### config.mk
export PLATFORM = sky130hd
export DESIGN_NAME = fieldbus_error_reaction
export DESIGN_NICKNAME = d
export VERILOG_FILES = /design/src/logic/fieldbus_error_reaction_pkg.sv /design/src/logic/unit_count.sv /design/src/logic/fieldbus_error_reaction.sv
export VERILOG_INCLUDE_DIRS = /design/src /design/src/logic
export SDC_FILE = /design/constraint.sdc
export NUM_CORES = 1
export LEC_CHECK = 0
export BUFFER_PORTS_ARGS = -buffer_cell sky130_fd_sc_hd__buf_4
export CORE_MARGIN = 2
export CORE_UTILIZATION = 50
export CTS_CLUSTER_DIAMETER = 120
export DETAILED_ROUTE_END_ITERATION = 16
export GPL_TIMING_DRIVEN = 0
export MAX_ROUTING_LAYER = met4
export PLACE_DENSITY = 0.73
export SKIP_CTS_REPAIR_TIMING = 1
export SYNTH_ARGS = -nofsm -noshare
export SYNTH_HDL_FRONTEND = slang
export SYNTH_HIERARCHICAL = 1
export SYNTH_SLANG_ARGS = --single-unit
### constraint.sdc
create_clock -name sys_clk -period 6.1 [get_ports sys_clk]
set_input_delay 0.915 -clock sys_clk [delete_from_list [all_inputs] [get_ports sys_clk]]
set_output_delay 0.915 -clock sys_clk [all_outputs]
set_load 0.005 [all_outputs]
### src/logic/fieldbus_error_reaction_consts.svh
// Summary of operation
// - Partial cut: light class, bus, remote errors
// - Partial cut sets general and bus flags
// - None found: bus error, general, bus flags
// - Two of three-plus lost: same as none
// - I/O fault: remote error, general, class-four
// - Shared address flagged only when inputs differ
// - Same-type shared address otherwise causes nothing
`ifndef FIELDBUS_ERROR_REACTION_CONSTS_SVH
`define FIELDBUS_ERROR_REACTION_CONSTS_SVH
`define FER_NUM_UNITS      8
`define FER_LOST_MANY      2
`define FER_MIN_UNITS_MANY 3
`endif

### src/logic/fieldbus_error_reaction_pkg.sv
package fieldbus_error_reaction_pkg;
    typedef enum logic [1:0] {
        bus_ok_type_v,
        bus_partial_type_v,
        bus_none_type_v
    } bus_state_type;
endpackage : fieldbus_error_reaction_pkg

### src/logic/unit_count.sv
`timescale 1ns/1ns
`default_nettype none
module unit_count #(
    parameter int N = 8
) (
    input  wire logic [N-1:0]         bits,  // Bits to count
    output logic [$clog2(N+1)-1:0]    count  // Number of set bits
);
    always_comb begin
        count = '0;
        for (int i = 0; i < N; i++) begin
            count = count + {{($clog2(N+1)-1){1'b0}}, bits[i]};
        end
    end
endmodule : unit_count
`default_nettype wire

### src/logic/fieldbus_error_reaction.sv
`timescale 1ns/1ns
`default_nettype none
`include "fieldbus_error_reaction_consts.svh"
module fieldbus_error_reaction
    import fieldbus_error_reaction_pkg::*;
#(
    parameter int N = `FER_NUM_UNITS
) (
    input  wire logic         sys_clk,                       // 125 MHz clock
    input  wire logic         rst_b,                         // Async reset, active low
    input  wire logic [N-1:0] unit_configured,               // Units expected on bus
    input  wire logic [N-1:0] unit_responding,               // Units answering (pin level)
    input  wire logic [N-1:0] unit_io_fault,                 // I/O fault per unit (pin level)
    input  wire logic [N-1:0] dup_addr_same_type,            // Shared address, same type
    input  wire logic [N-1:0] dup_inputs_differ,             // Shared-address inputs differ
    input  wire logic         flags_clear,                   // Software clear pulse
    output logic              light_error_class,             // Light class shown
    output logic              warning_error_class,           // Warning class shown
    output logic              bus_error_indication,          // Bus error shown
    output logic              remote_unit_error_indication,  // Remote unit error shown
    output logic              general_error_flag,            // Sticky general flag
    output logic              bus_error_flag,                // Sticky bus flag
    output logic              remote_io_error_flag           // Sticky class-four flag
);
    import fieldbus_error_reaction_pkg::*;

    localparam int CW = $clog2(N+1);

    // Two-stage synchronisers for pin inputs
    logic [N-1:0] resp_s1_r, resp_r, fault_s1_r, fault_r, same_s1_r, same_r;
    logic [N-1:0] diff_s1_r, diff_r;
    always_ff @(posedge sys_clk or negedge rst_b) begin
        if (!rst_b) begin
            resp_s1_r  <= '0;
            resp_r     <= '0;
            fault_s1_r <= '0;
            fault_r    <= '0;
            same_s1_r  <= '0;
            same_r     <= '0;
            diff_s1_r  <= '0;
            diff_r     <= '0;
        end else begin
            resp_s1_r  <= unit_responding;
            resp_r     <= resp_s1_r;
            fault_s1_r <= unit_io_fault;
            fault_r    <= fault_s1_r;
            same_s1_r  <= dup_addr_same_type;
            same_r     <= same_s1_r;
            diff_s1_r  <= dup_inputs_differ;
            diff_r     <= diff_s1_r;
        end
    end

    // shared address only counts once inputs differ
    logic [N-1:0] dup_err, present, lost;
    assign dup_err = same_r & diff_r & unit_configured;
    assign present = resp_r & unit_configured & ~dup_err;
    assign lost    = unit_configured & ~present;

    logic [CW-1:0] n_cfg, n_present, n_lost;
    unit_count #(.N(N)) u_cfg  (.bits(unit_configured), .count(n_cfg));
    unit_count #(.N(N)) u_pres (.bits(present),         .count(n_present));
    unit_count #(.N(N)) u_lost (.bits(lost),            .count(n_lost));

    // no false none-found at start-up
    // Synchronisers hold reset zeros for two edges; they would read as all units gone
    logic [1:0] warm_r;
    always_ff @(posedge sys_clk or negedge rst_b) begin
        if (!rst_b)
            warm_r <= 2'b00;
        else
            warm_r <= {warm_r[0], 1'b1};
    end
    logic live;
    assign live = warm_r[1];

    // none found, or two lost of three-plus
    bus_state_type bus_nxt;
    always_comb begin
        bus_nxt = bus_ok_type_v;
        if (!live)
            bus_nxt = bus_ok_type_v;
        else if (n_cfg != '0 && n_present == '0)
            bus_nxt = bus_none_type_v;
        else if (n_cfg >= CW'(`FER_MIN_UNITS_MANY) && n_lost == CW'(`FER_LOST_MANY))
            bus_nxt = bus_none_type_v;
        else if (n_lost != '0)
            bus_nxt = bus_partial_type_v;
    end

    logic io_err;
    assign io_err = |(fault_r & present);

    // partial: light class plus bus and remote
    always_ff @(posedge sys_clk or negedge rst_b) begin
        if (!rst_b) begin
            light_error_class            <= 1'b0;
            bus_error_indication         <= 1'b0;
            remote_unit_error_indication <= 1'b0;
            warning_error_class          <= 1'b0;
        end else begin
            light_error_class            <= (bus_nxt == bus_partial_type_v);
            bus_error_indication         <= (bus_nxt != bus_ok_type_v);
            // remote error on fault or duplicate
            remote_unit_error_indication <= (bus_nxt == bus_partial_type_v) || io_err
                                            || (|dup_err);
            warning_error_class          <= io_err;
        end
    end

    logic set_bus, set_io;
    assign set_bus = (bus_nxt != bus_ok_type_v) || (|dup_err);
    assign set_io  = io_err;
    always_ff @(posedge sys_clk or negedge rst_b) begin
        if (!rst_b) begin
            bus_error_flag       <= 1'b0;
            remote_io_error_flag <= 1'b0;
        end else begin
            bus_error_flag       <= set_bus | (bus_error_flag & ~flags_clear);
            remote_io_error_flag <= set_io | (remote_io_error_flag & ~flags_clear);
        end
    end

    // general flag tracks any specific flag
    always_ff @(posedge sys_clk or negedge rst_b) begin
        if (!rst_b)
            general_error_flag <= 1'b0;
        else
            general_error_flag <= set_bus | set_io | (general_error_flag & ~flags_clear);
    end
endmodule : fieldbus_error_reaction
`default_nettype wire

**Word-level counts from Yosys, hierarchy flattened**

Index checks and enable logic that the tools add are counted.
Widths: inputs -> output; s select.

- Multiplexer cells: 4
- Bitwise gates (word level): 16
- Shifts and indexed selects: 0
- Reductions and logical operators: 11
- Div/mod/pow operators: 0
- Order comparisons: 1
- $add $sub $neg: 21
- Multipliers: 0
- Equal/unequal tests: 2

Operators by type and width:

| kind | count |
|---|---|
| $add 4x1->4 | 18 |
| $and 8x8->8 | 6 |
| $not 8->8 | 2 |
| $reduce_or 8->1 | 2 |
| $reduce_bool 4->1 | 2 |
| $add 1x1->2 | 3 |
| $mux 2 | 3 |
| $eq 4x2->1 const B | 1 |
| $ge 4x2->1 const B | 1 |
| $logic_not 4->1 | 1 |
| $or 1x1->1 | 4 |
| $and 1x1->1 | 3 |
| $logic_or 1x1->1 | 3 |
| $eq 2x1->1 const B | 1 |
| $logic_and 1x1->1 | 2 |
| $reduce_bool 2->1 | 1 |
| $mux 1 | 1 |
| $not 1->1 | 1 |

- Bits in latches: 0
- Memories kept: 0
- Register bits: 73
- Memory bits (read-only): 0
- Logic and storage cells: 71
- RAM bits: 0

**Logic depth before layout (Yosys ltp)**

Gate-level depths: netlist of the first run.

- Word-level depth: 22
- Gate-level depth with buffers: 14
- Gate-level depth less buffers: 14

**Hierarchy**

The synthesis of the first run kept the hierarchy.

Modules (own cells, without submodules):

| module | times used | seq. area each (µm²) | area an instance (µm²) | cells each |
|---|---|---|---|---|
| fieldbus_error_reaction | 1 | 1,826.8 | 2,205.9 | 137 |
| unit_count | 3 | 0.0 | 192.7 | 22 |

**Worst setup path before layout of the first run**

No wires, ideal clock.

- Path kind: input to register
- Start point: in unit_configured[2]
- End point: reg general_error_flag
- Setup time: 0.134 ns
- Buffers on the path: 0
- Slack: 1.915 ns
- Data required time: 5.966 ns
- Arrival: 4.052 ns
- Stages on the path: 10
- Cells stage by stage: inv_1 -> fa_1 -> fa_1 -> fa_1 -> fa_1 -> xnor2_1 -> or4_4 -> a211o_1 -> a211oi_2 -> nand4_1

RTL lines:

| what | line | RTL |
|---|---|---|
| start, declared | fieldbus_error_reaction.sv:11 | `input wire logic [N-1:0] unit_configured,` |
| $add 4x1->4 * (6 in a row) | unit_count.sv:12 | `count = count + {{($clog2(N+1)-1){1'b0}}, bits[i]};` |
| named net n_cfg[2] | fieldbus_error_reaction.sv:60 | `logic [CW-1:0] n_cfg, n_present, n_lost;` |
| $ge 4x2->1 | fieldbus_error_reaction.sv:85 | `` else if (n_cfg >= CW'(`FER_MIN_UNITS_MANY) && n_lost == CW'(`FER_LOST_MANY)) `` |
| $logic_and 1x1->1 | fieldbus_error_reaction.sv:85 |  |
| $mux 2 | fieldbus_error_reaction.sv:85 |  |
| $mux 2 * | fieldbus_error_reaction.sv:83 | `else if (n_cfg != '0 && n_present == '0)` |
| $mux 2 * | fieldbus_error_reaction.sv:81 | `if (!live)` |
| $reduce_bool 2->1 * | fieldbus_error_reaction.sv:112 | `assign set_bus = (bus_nxt != bus_ok_type_v) \|\| (\|dup_err);` |
| $logic_or 1x1->1 * | fieldbus_error_reaction.sv:112 |  |
| $or 1x1->1 * (2 in a row) | fieldbus_error_reaction.sv:129 | `general_error_flag <= set_bus \| set_io \| (general_error_flag & ~flags_clear);` |
| end signal, assigned | fieldbus_error_reaction.sv:129 |  |
| end, declared | fieldbus_error_reaction.sv:21 | `output logic general_error_flag,` |

Mark *: on every way through the listed nets, which the timed path passes. The rest lies on a longest branch.

**Final worst setup path of the first run**

Ends and elaborated chain as after synthesis.

==> results of run 1 <==
cells by family after synthesis:
family / count (synthesis) / synth area share [%]
compound gates: 9 / 2.47
xor+xnor: 3 / 0.944
fa+ha+maj: 21 / 12.7
buf+inv: 38 / 5.12
flops: 73 / 65.6
other cells: 1 / 0.135
simple gates: 58 / 13.0
stage by stage:
stage,utilization [%],total power [W],hold WS (ns),worst slack [ns]
3_3_place_gp,59.6,0.000695,0.332,1.62
5_1_grt,63.5,0.00113,0.353,1.82
4_1_cts,63.5,0.00108,0.351,1.95
6_report,63.5,0.00107,0.346,1.96
2_1_floorplan,-,0.000633,0.331,1.91
3_5_place_dp,59.6,0.000701,0.335,1.59
synth_stat cells:
library cell	count	area share [%]
xnor2_1	3	0.94
and3_1	8	1.8
o21a_1	3	0.81
ha_1	9	4.0
nor4_1	1	0.22
and2_2	1	0.27
nor2b_1	8	1.8
nand2_1	9	1.2
conb_1	1	0.13
nor2b_4	3	1.5
and4_1	2	0.63
inv_1	38	5.1
dfrtp_1	73	66
or4_4	1	0.40
a21oi_1	1	0.18
nor2_1	1	0.13
nand4b_1	1	0.31
a211o_1	1	0.31
nand2b_1	2	0.45
nand4_1	11	2.5
nand3_1	9	1.6
o21ai_0	1	0.18
a211oi_2	1	0.45
a211oi_1	2	0.54
or3_1	1	0.22
fa_1	12	8.6
where the power goes:
group          switching (W)  internal, W  leakage, nW
logic              0.0000812    0.0000845        0.752
registers         0.00000996     0.000514        0.844
clock network       0.000167     0.000213        0.102
path summary, 6_finish.rpt:
kind | to | from | depth (start not counted)
min in group asynchronous | diff_s1_r[2] | rst_b | 1
max in group asynchronous | bus_error_indication | rst_b | 1
worst max-delay path | general_error_flag | unit_configured[2] | 11
worst min register to register | same_r[1] | same_s1_r[1] | 0
worst min-delay path | same_r[1] | same_s1_r[1] | 0
worst max register to register | general_error_flag | diff_r[2] | 13
metal layers:
| metal | vias to the layer above | wire, µm |
|---|---|---|
| met4 | 0 | 82 |
| met3 | 7 | 209 |
| met2 | 36 | 2120 |
| met5 | - | 0 |
| met1 | 793 | 1670 |
| li1 | 764 | - |
sequential cells by signal (all words and copies together) (netlist names):
register,cells
resp_r,8
bus_error_indication,1
remote_io_error_flag,1
fault_r,8
diff_r,8
same_s1_r,8
same_r,8
light_error_class,1
warning_error_class,1
remote_unit_error_indication,1
warm_r,2
resp_s1_r,8
general_error_flag,1
bus_error_flag,1
diff_s1_r,8
fault_s1_r,8
area by class of cell:
type	count	area [µm²]	area share (%)
Multi-Input combinational cell	92	815	23.6
Clock inverter	5	62.6	1.81
Timing Repair Buffer	49	368	10.6
Inverter	38	143	4.13
Clock buffer	11	151	4.38
Tap cell	72	90.1	2.61
Sequential cell	73	1830	52.9
worst max-delay path: cells and delay by family:
kind | cells | cell delay (ns)
XOR/XNOR | 1 | 0.16
AO/OA/AOI/OAI | 2 | 0.58
adder cells (fa/ha/maj) | 4 | 1.88
AND/OR/NAND/NOR | 2 | 0.64
buffers and inverters | 2 | 0.15
==> reports/qor.yml, run 1 <==
timing:
  final-setup-viol-count: 0
  timing.final.crit_share_pct: 67.8
  skew_ns: 0.00907
  worstMarginPinSlew_ns: 0.852
  period_needed_ns: 4.14
  fmax_mhz: 242
  tns_ns: 0
  hold_viol: 0
  slew_headroom_pct: 43.2
  drv_slew: 0
  rsz0062_at_grt: "no"
placement:
  gp_congestion: 0.799
  io_buffers: 49
  dp.cells: 324
  placed_area_um2: 3240
  dp_hpwl_um: 3120
synth:
  synth_area_per_cell_um2: 13.7
  syn_nets: 267
  synth-seq-cells: 73
  synthesis.area_um2: 2780
  yosys_warnings: 6
  seq_area_frac_synth_pct: 65.6
  netlist-cell-type-count: 26
  netlist_instances: 203
global_routing:
  grt_max_degree: 74
  grt_use_met1_pct: 18.4
  track_usage_pct: 15.6
  grt_pass1_vias: 1601
  use_met3_pct: 6.67
  busiest_layer: "met2"
  grt_overflow: 0
  antenna_found_initial: 0
  grt_util_met2_pct: 23.9
  grt_pass1_wl_um: 6890
clock_tree:
  cts_tree: "done"
  cts_sinks: 73
  ctsHtreeMaxLevel: 3
  numCtsBuffers: 9
  clk_latency_ns: 0.34
  root_buffer: "clkbuf_8"
  clockBufferDepth: 2
  clk_pin_slew_ns: 0.08
die:
  die_x_um: 78.6
  die_h_um: 78.6
  initial_core_util_pct: 51.2
  die-area_um2: 6180
  coreArea_um2: 5440
  io_pins: 50
  std_cell_rows: 27
run:
  maxCapViolCount: 0
routing:
  via_per_inst: 4.71
  drc: 0
  vias: 1600
  firstDrtPassIters: 4
  drt_iter0_drc: 84
  routedWlPerCell_um: 12.0
  finalWirelength_um: 4080
  drtAntennaViolNets: 0
layout:
  stdcell_count: 340
  nets: 327
  layout_commonest_cell: "dfrtp_1"
  area_growth_pct: 24.1
  n_fill_cell: 416
  layout-drive-gt1-share_pct: 26.5
  layout_common_cells: "73 x dfrtp_1, 49 x buf_4, 38 x inv_1"
  fin_area_um2: 3460
  n_antenna_cell: 0
worst_setup_path:
  end_kind: "register"
  path_common_cell: "fa_1"
  worstPathRequired_ns: 6.30
  critPathKind: "in -> reg"
  cp.arrival_ns: 4.34
  critPathMaxFanout: 5
  rrSetupSlack_ns: 2.23
  start_kind: "primary input"
  cpPeakStageDelay_ns: 0.56
  crit_slowest_cell: "fa_1"
  path_cells: "buf_4 > inv_1 > fa_1 > fa_1 > fa_1 > fa_1 > xnor2_1 > or4_4 > a211o_1 > a211oi_2 > nand4_1"
power:
  ir_worst_vdd_mv: 0.258
  p_per_area_nw_per_um2: 309
  leakage_nw: 1.70
hold_path:
  holdCritPathClass: "reg -> reg"
run_status:
  run_status: "complete, no violations"
No activity file was read; power rests on OpenSTA's default activity.
==> run 2: changes to the inputs <==
Settings changed: CORE_UTILIZATION 50 to 49, PLACE_DENSITY 0.73 to 0.74.
Clock period 6.1 ns to 3.8 ns, I/O delays scaled along.
==> run 2 against run 1 <==
Power is 57% higher; core utilization is 0.73 points lower; hold slack worse by 0.018 ns; die area is 1.9% higher; final cell count stayed put; sequential share of layout area hardly changed; clock-buffer cell count is 2 lower; critical path type is now reg -> reg; largest cell class unchanged; largest power group unchanged.
==> reports/qor.yml, run 2 (synthesis results as in run 1) <==
power:
  p_int_w: 0.00126  # +56%
  switching_power_w: 0.000411  # +59%
  leakage_nw: 1.69  # -0.68%
  seqPwrFrac_pct: 50.2  # +1.2 points
  p_per_area_nw_per_um2: 484  # +56%
  p_clk_share_pct: 33.3  # -2.2 points
  p_comb_share_pct: 16.5  # +1.0 points
  ir_worst_vdd_mv: 0.280  # +8.4%
  switching_share_pct: 24.5  # +0.41 points
layout:
  nets: 328  # +0.31%
  layout-drive-gt1-share_pct: 29.1  # +2.6 points
  stdcell_count: 340  # unchanged
  n_antenna_cell: 0  # unchanged
  layout_common_cells: "73 x dfrtp_1, 50 x buf_4, 38 x inv_1"
  area_growth_pct: 24.2  # about the same
  fin_area_um2: 3460  # about the same
  layout_commonest_cell: "dfrtp_1"
  n_fill_cell: 417  # +0.24%
global_routing:
  grt_pass1_wl_um: 7090  # +2.9%
  grt_util_met2_pct: 25.3  # +1.4 points
  use_met3_pct: 6.45  # -0.22 points
  track_usage_pct: 16.4  # +0.74 points
  antenna_found_initial: 0  # unchanged
  busiest_layer: "met2"
  grt_use_met1_pct: 18.4  # +0.046 points
  grt_max_degree: 74  # unchanged
  grt_pass1_vias: 1594  # -0.44%
  grt_overflow: 0  # unchanged
placement:
  placed_area_um2: 3250  # +0.15%
  gp_congestion: 0.785  # -1.7%
  io_buffers: 49  # unchanged
  dp.cells: 324  # unchanged
  dp_hpwl_um: 3130  # +0.37%
worst_setup_path:
  critPathMaxFanout: 2  # -3
  end_kind: "register"
  critical_path_cell_count: 13  # +2
  worstPathRequired_ns: 4.00  # -2.30 ns
  path_cells: "nand2_2 > and3_4 > nor2b_1 > inv_1 > fa_1 > fa_1 > fa_2 > fa_2 > xnor2_1 > or3_1 > a211o_1 > a211oi_2 > nand4_1"
  cpPeakStageDelay_ns: 0.50  # -0.06 ns
  critPathKind: "reg -> reg"
  start_kind: "register"
  cp.arrival_ns: 3.87  # -0.47 ns
  reg2reg_depth: 13  # unchanged
  path_buf_inv: 1  # -1
  crit_slowest_cell: "fa_1"
  cp_top_family: "adder cells"
clock_tree:
  root_buffer: "clkbuf_8"
  clk_latency_ns: 0.34  # about the same
  clk_pin_slew_ns: 0.08  # about the same
  cts_sinks: 73  # unchanged
  cts_tree: "done"
  numCtsBuffers: 9  # unchanged
  clockBufferDepth: 2  # unchanged
  ctsHtreeMaxLevel: 3  # unchanged
die:
  die_x_um: 79.4  # +0.97%
  std_cell_rows: 27  # unchanged
  coreArea_um2: 5510  # +1.2%
  io_pins: 50  # unchanged
  die-area_um2: 6300  # +1.9%
  initial_core_util_pct: 50.6  # -0.63 points
  die_h_um: 79.4  # +0.97%
routing:
  firstDrtPassIters: 5  # +1
  routedWlPerCell_um: 12.4  # +3.1%
  vias: 1562  # -2.4%
  drt_iter0_drc: 28  # -67%
  via_per_inst: 4.59  # -2.4%
  drc: 0  # unchanged
  drtAntennaViolNets: 0  # unchanged
  finalWirelength_um: 4210  # +3.1%
timing:
  hold_viol: 0  # unchanged
  rsz0062_at_grt: "yes"
  drv_slew: 0  # unchanged
  final-setup-viol-count: 0  # unchanged
  slew_headroom_pct: 43.5  # +0.34 points
  timing.final.crit_share_pct: 96.5
  skew_ns: 0.00938  # +0.000308 ns
  fmax_mhz: 273
  period_needed_ns: 3.67
  worstMarginPinSlew_ns: 0.847  # -0.00515 ns
run:
  maxCapViolCount: 0  # unchanged
hold_path:
  whs_path_depth: 1  # +1
  holdCritPathClass: "in -> reg"
run_status:
  run_status: "complete, no violations"
run 2: cell types whose count changed in the layout (fill, tap and decap cells not counted), sizes merged:
cell,previous run,this run
clkbuf,11,9
clkinv,1,3
inv,39,38
buf,49,50
run 2: cell type report:
| cell class | instances | area [µm²] | share of cell area (%) |
|---|---|---|---|
| multi-input cells | 92 | 840 | 24.3 |
| repair buffers | 50 | 375 | 10.9 |
| clock inverters | 6 | 60.1 | 1.74 |
| inverters | 38 | 143 | 4.12 |
| clock buffers | 9 | 124 | 3.58 |
| flip-flops and latches | 73 | 1830 | 52.8 |
| well taps | 72 | 90.1 | 2.60 |
run 2: final timing paths:
kind | from | endpoint | slack (ns)
setup / recovery | same_r[5] | general_error_flag | 0.13
hold / removal | unit_responding[0] | resp_s1_r[0] | 0.33
setup reg to reg | same_r[5] | general_error_flag | 0.13
hold reg to reg | same_s1_r[1] | same_r[1] | 0.34
max in group asynchronous | rst_b | bus_error_flag | 2.91
min in group asynchronous | rst_b | same_r[1] | 0.34
run 2: routing by layer:
metal  part of all wire (%)  vias to the layer above
met1                     41                      744
met5                      0                        -
met2                     52                       38
met3                    4.8                       10
met4                    3.1                        0
li1                       -                      770
run 2: power by group through the flow:
| stage | Sequential [W] | Combinational (W) | Clock (W) |
|---|---|---|---|
| finish | 0.000841 | 0.000276 | 0.000557 |
| global route | 0.000846 | 0.000315 | 0.000615 |
| CTS | 0.000841 | 0.000274 | 0.000575 |
| detailed placement | 0.000856 | 0.000272 | 0 |
| global placement | 0.000854 | 0.000263 | 0 |
| floorplan | 0.000855 | 0.000164 | 0 |
run 2: worst register-to-register path: stages, from the launching register on:
cell	delay, ns
dfrtp_1	0.37
nand2_2	0.06
and3_4	0.18
nor2b_1	0.12
inv_1	0.07
fa_1	0.46
fa_1	0.50
fa_2	0.37
fa_2	0.35
xnor2_1	0.12
or3_1	0.33
a211o_1	0.26
a211oi_2	0.23
nand4_1	0.12
run 2: through the flow:
stage / hold WS [ns] / power [W] / TNS, ns / utilization [%] / worst slack, ns
floorplan: 0.274 / 0.00102 / 0 / - / 0.0223
global placement: 0.333 / 0.00112 / -0.604 / 59.0 / -0.262
detailed placement: 0.335 / 0.00113 / -0.650 / 59.0 / -0.274
CTS: 0.312 / 0.00169 / -0.0538 / 62.3 / -0.0356
global route: 0.301 / 0.00178 / -0.101 / 62.8 / -0.0749
finish: 0.328 / 0.00167 / 0 / 62.8 / 0.132
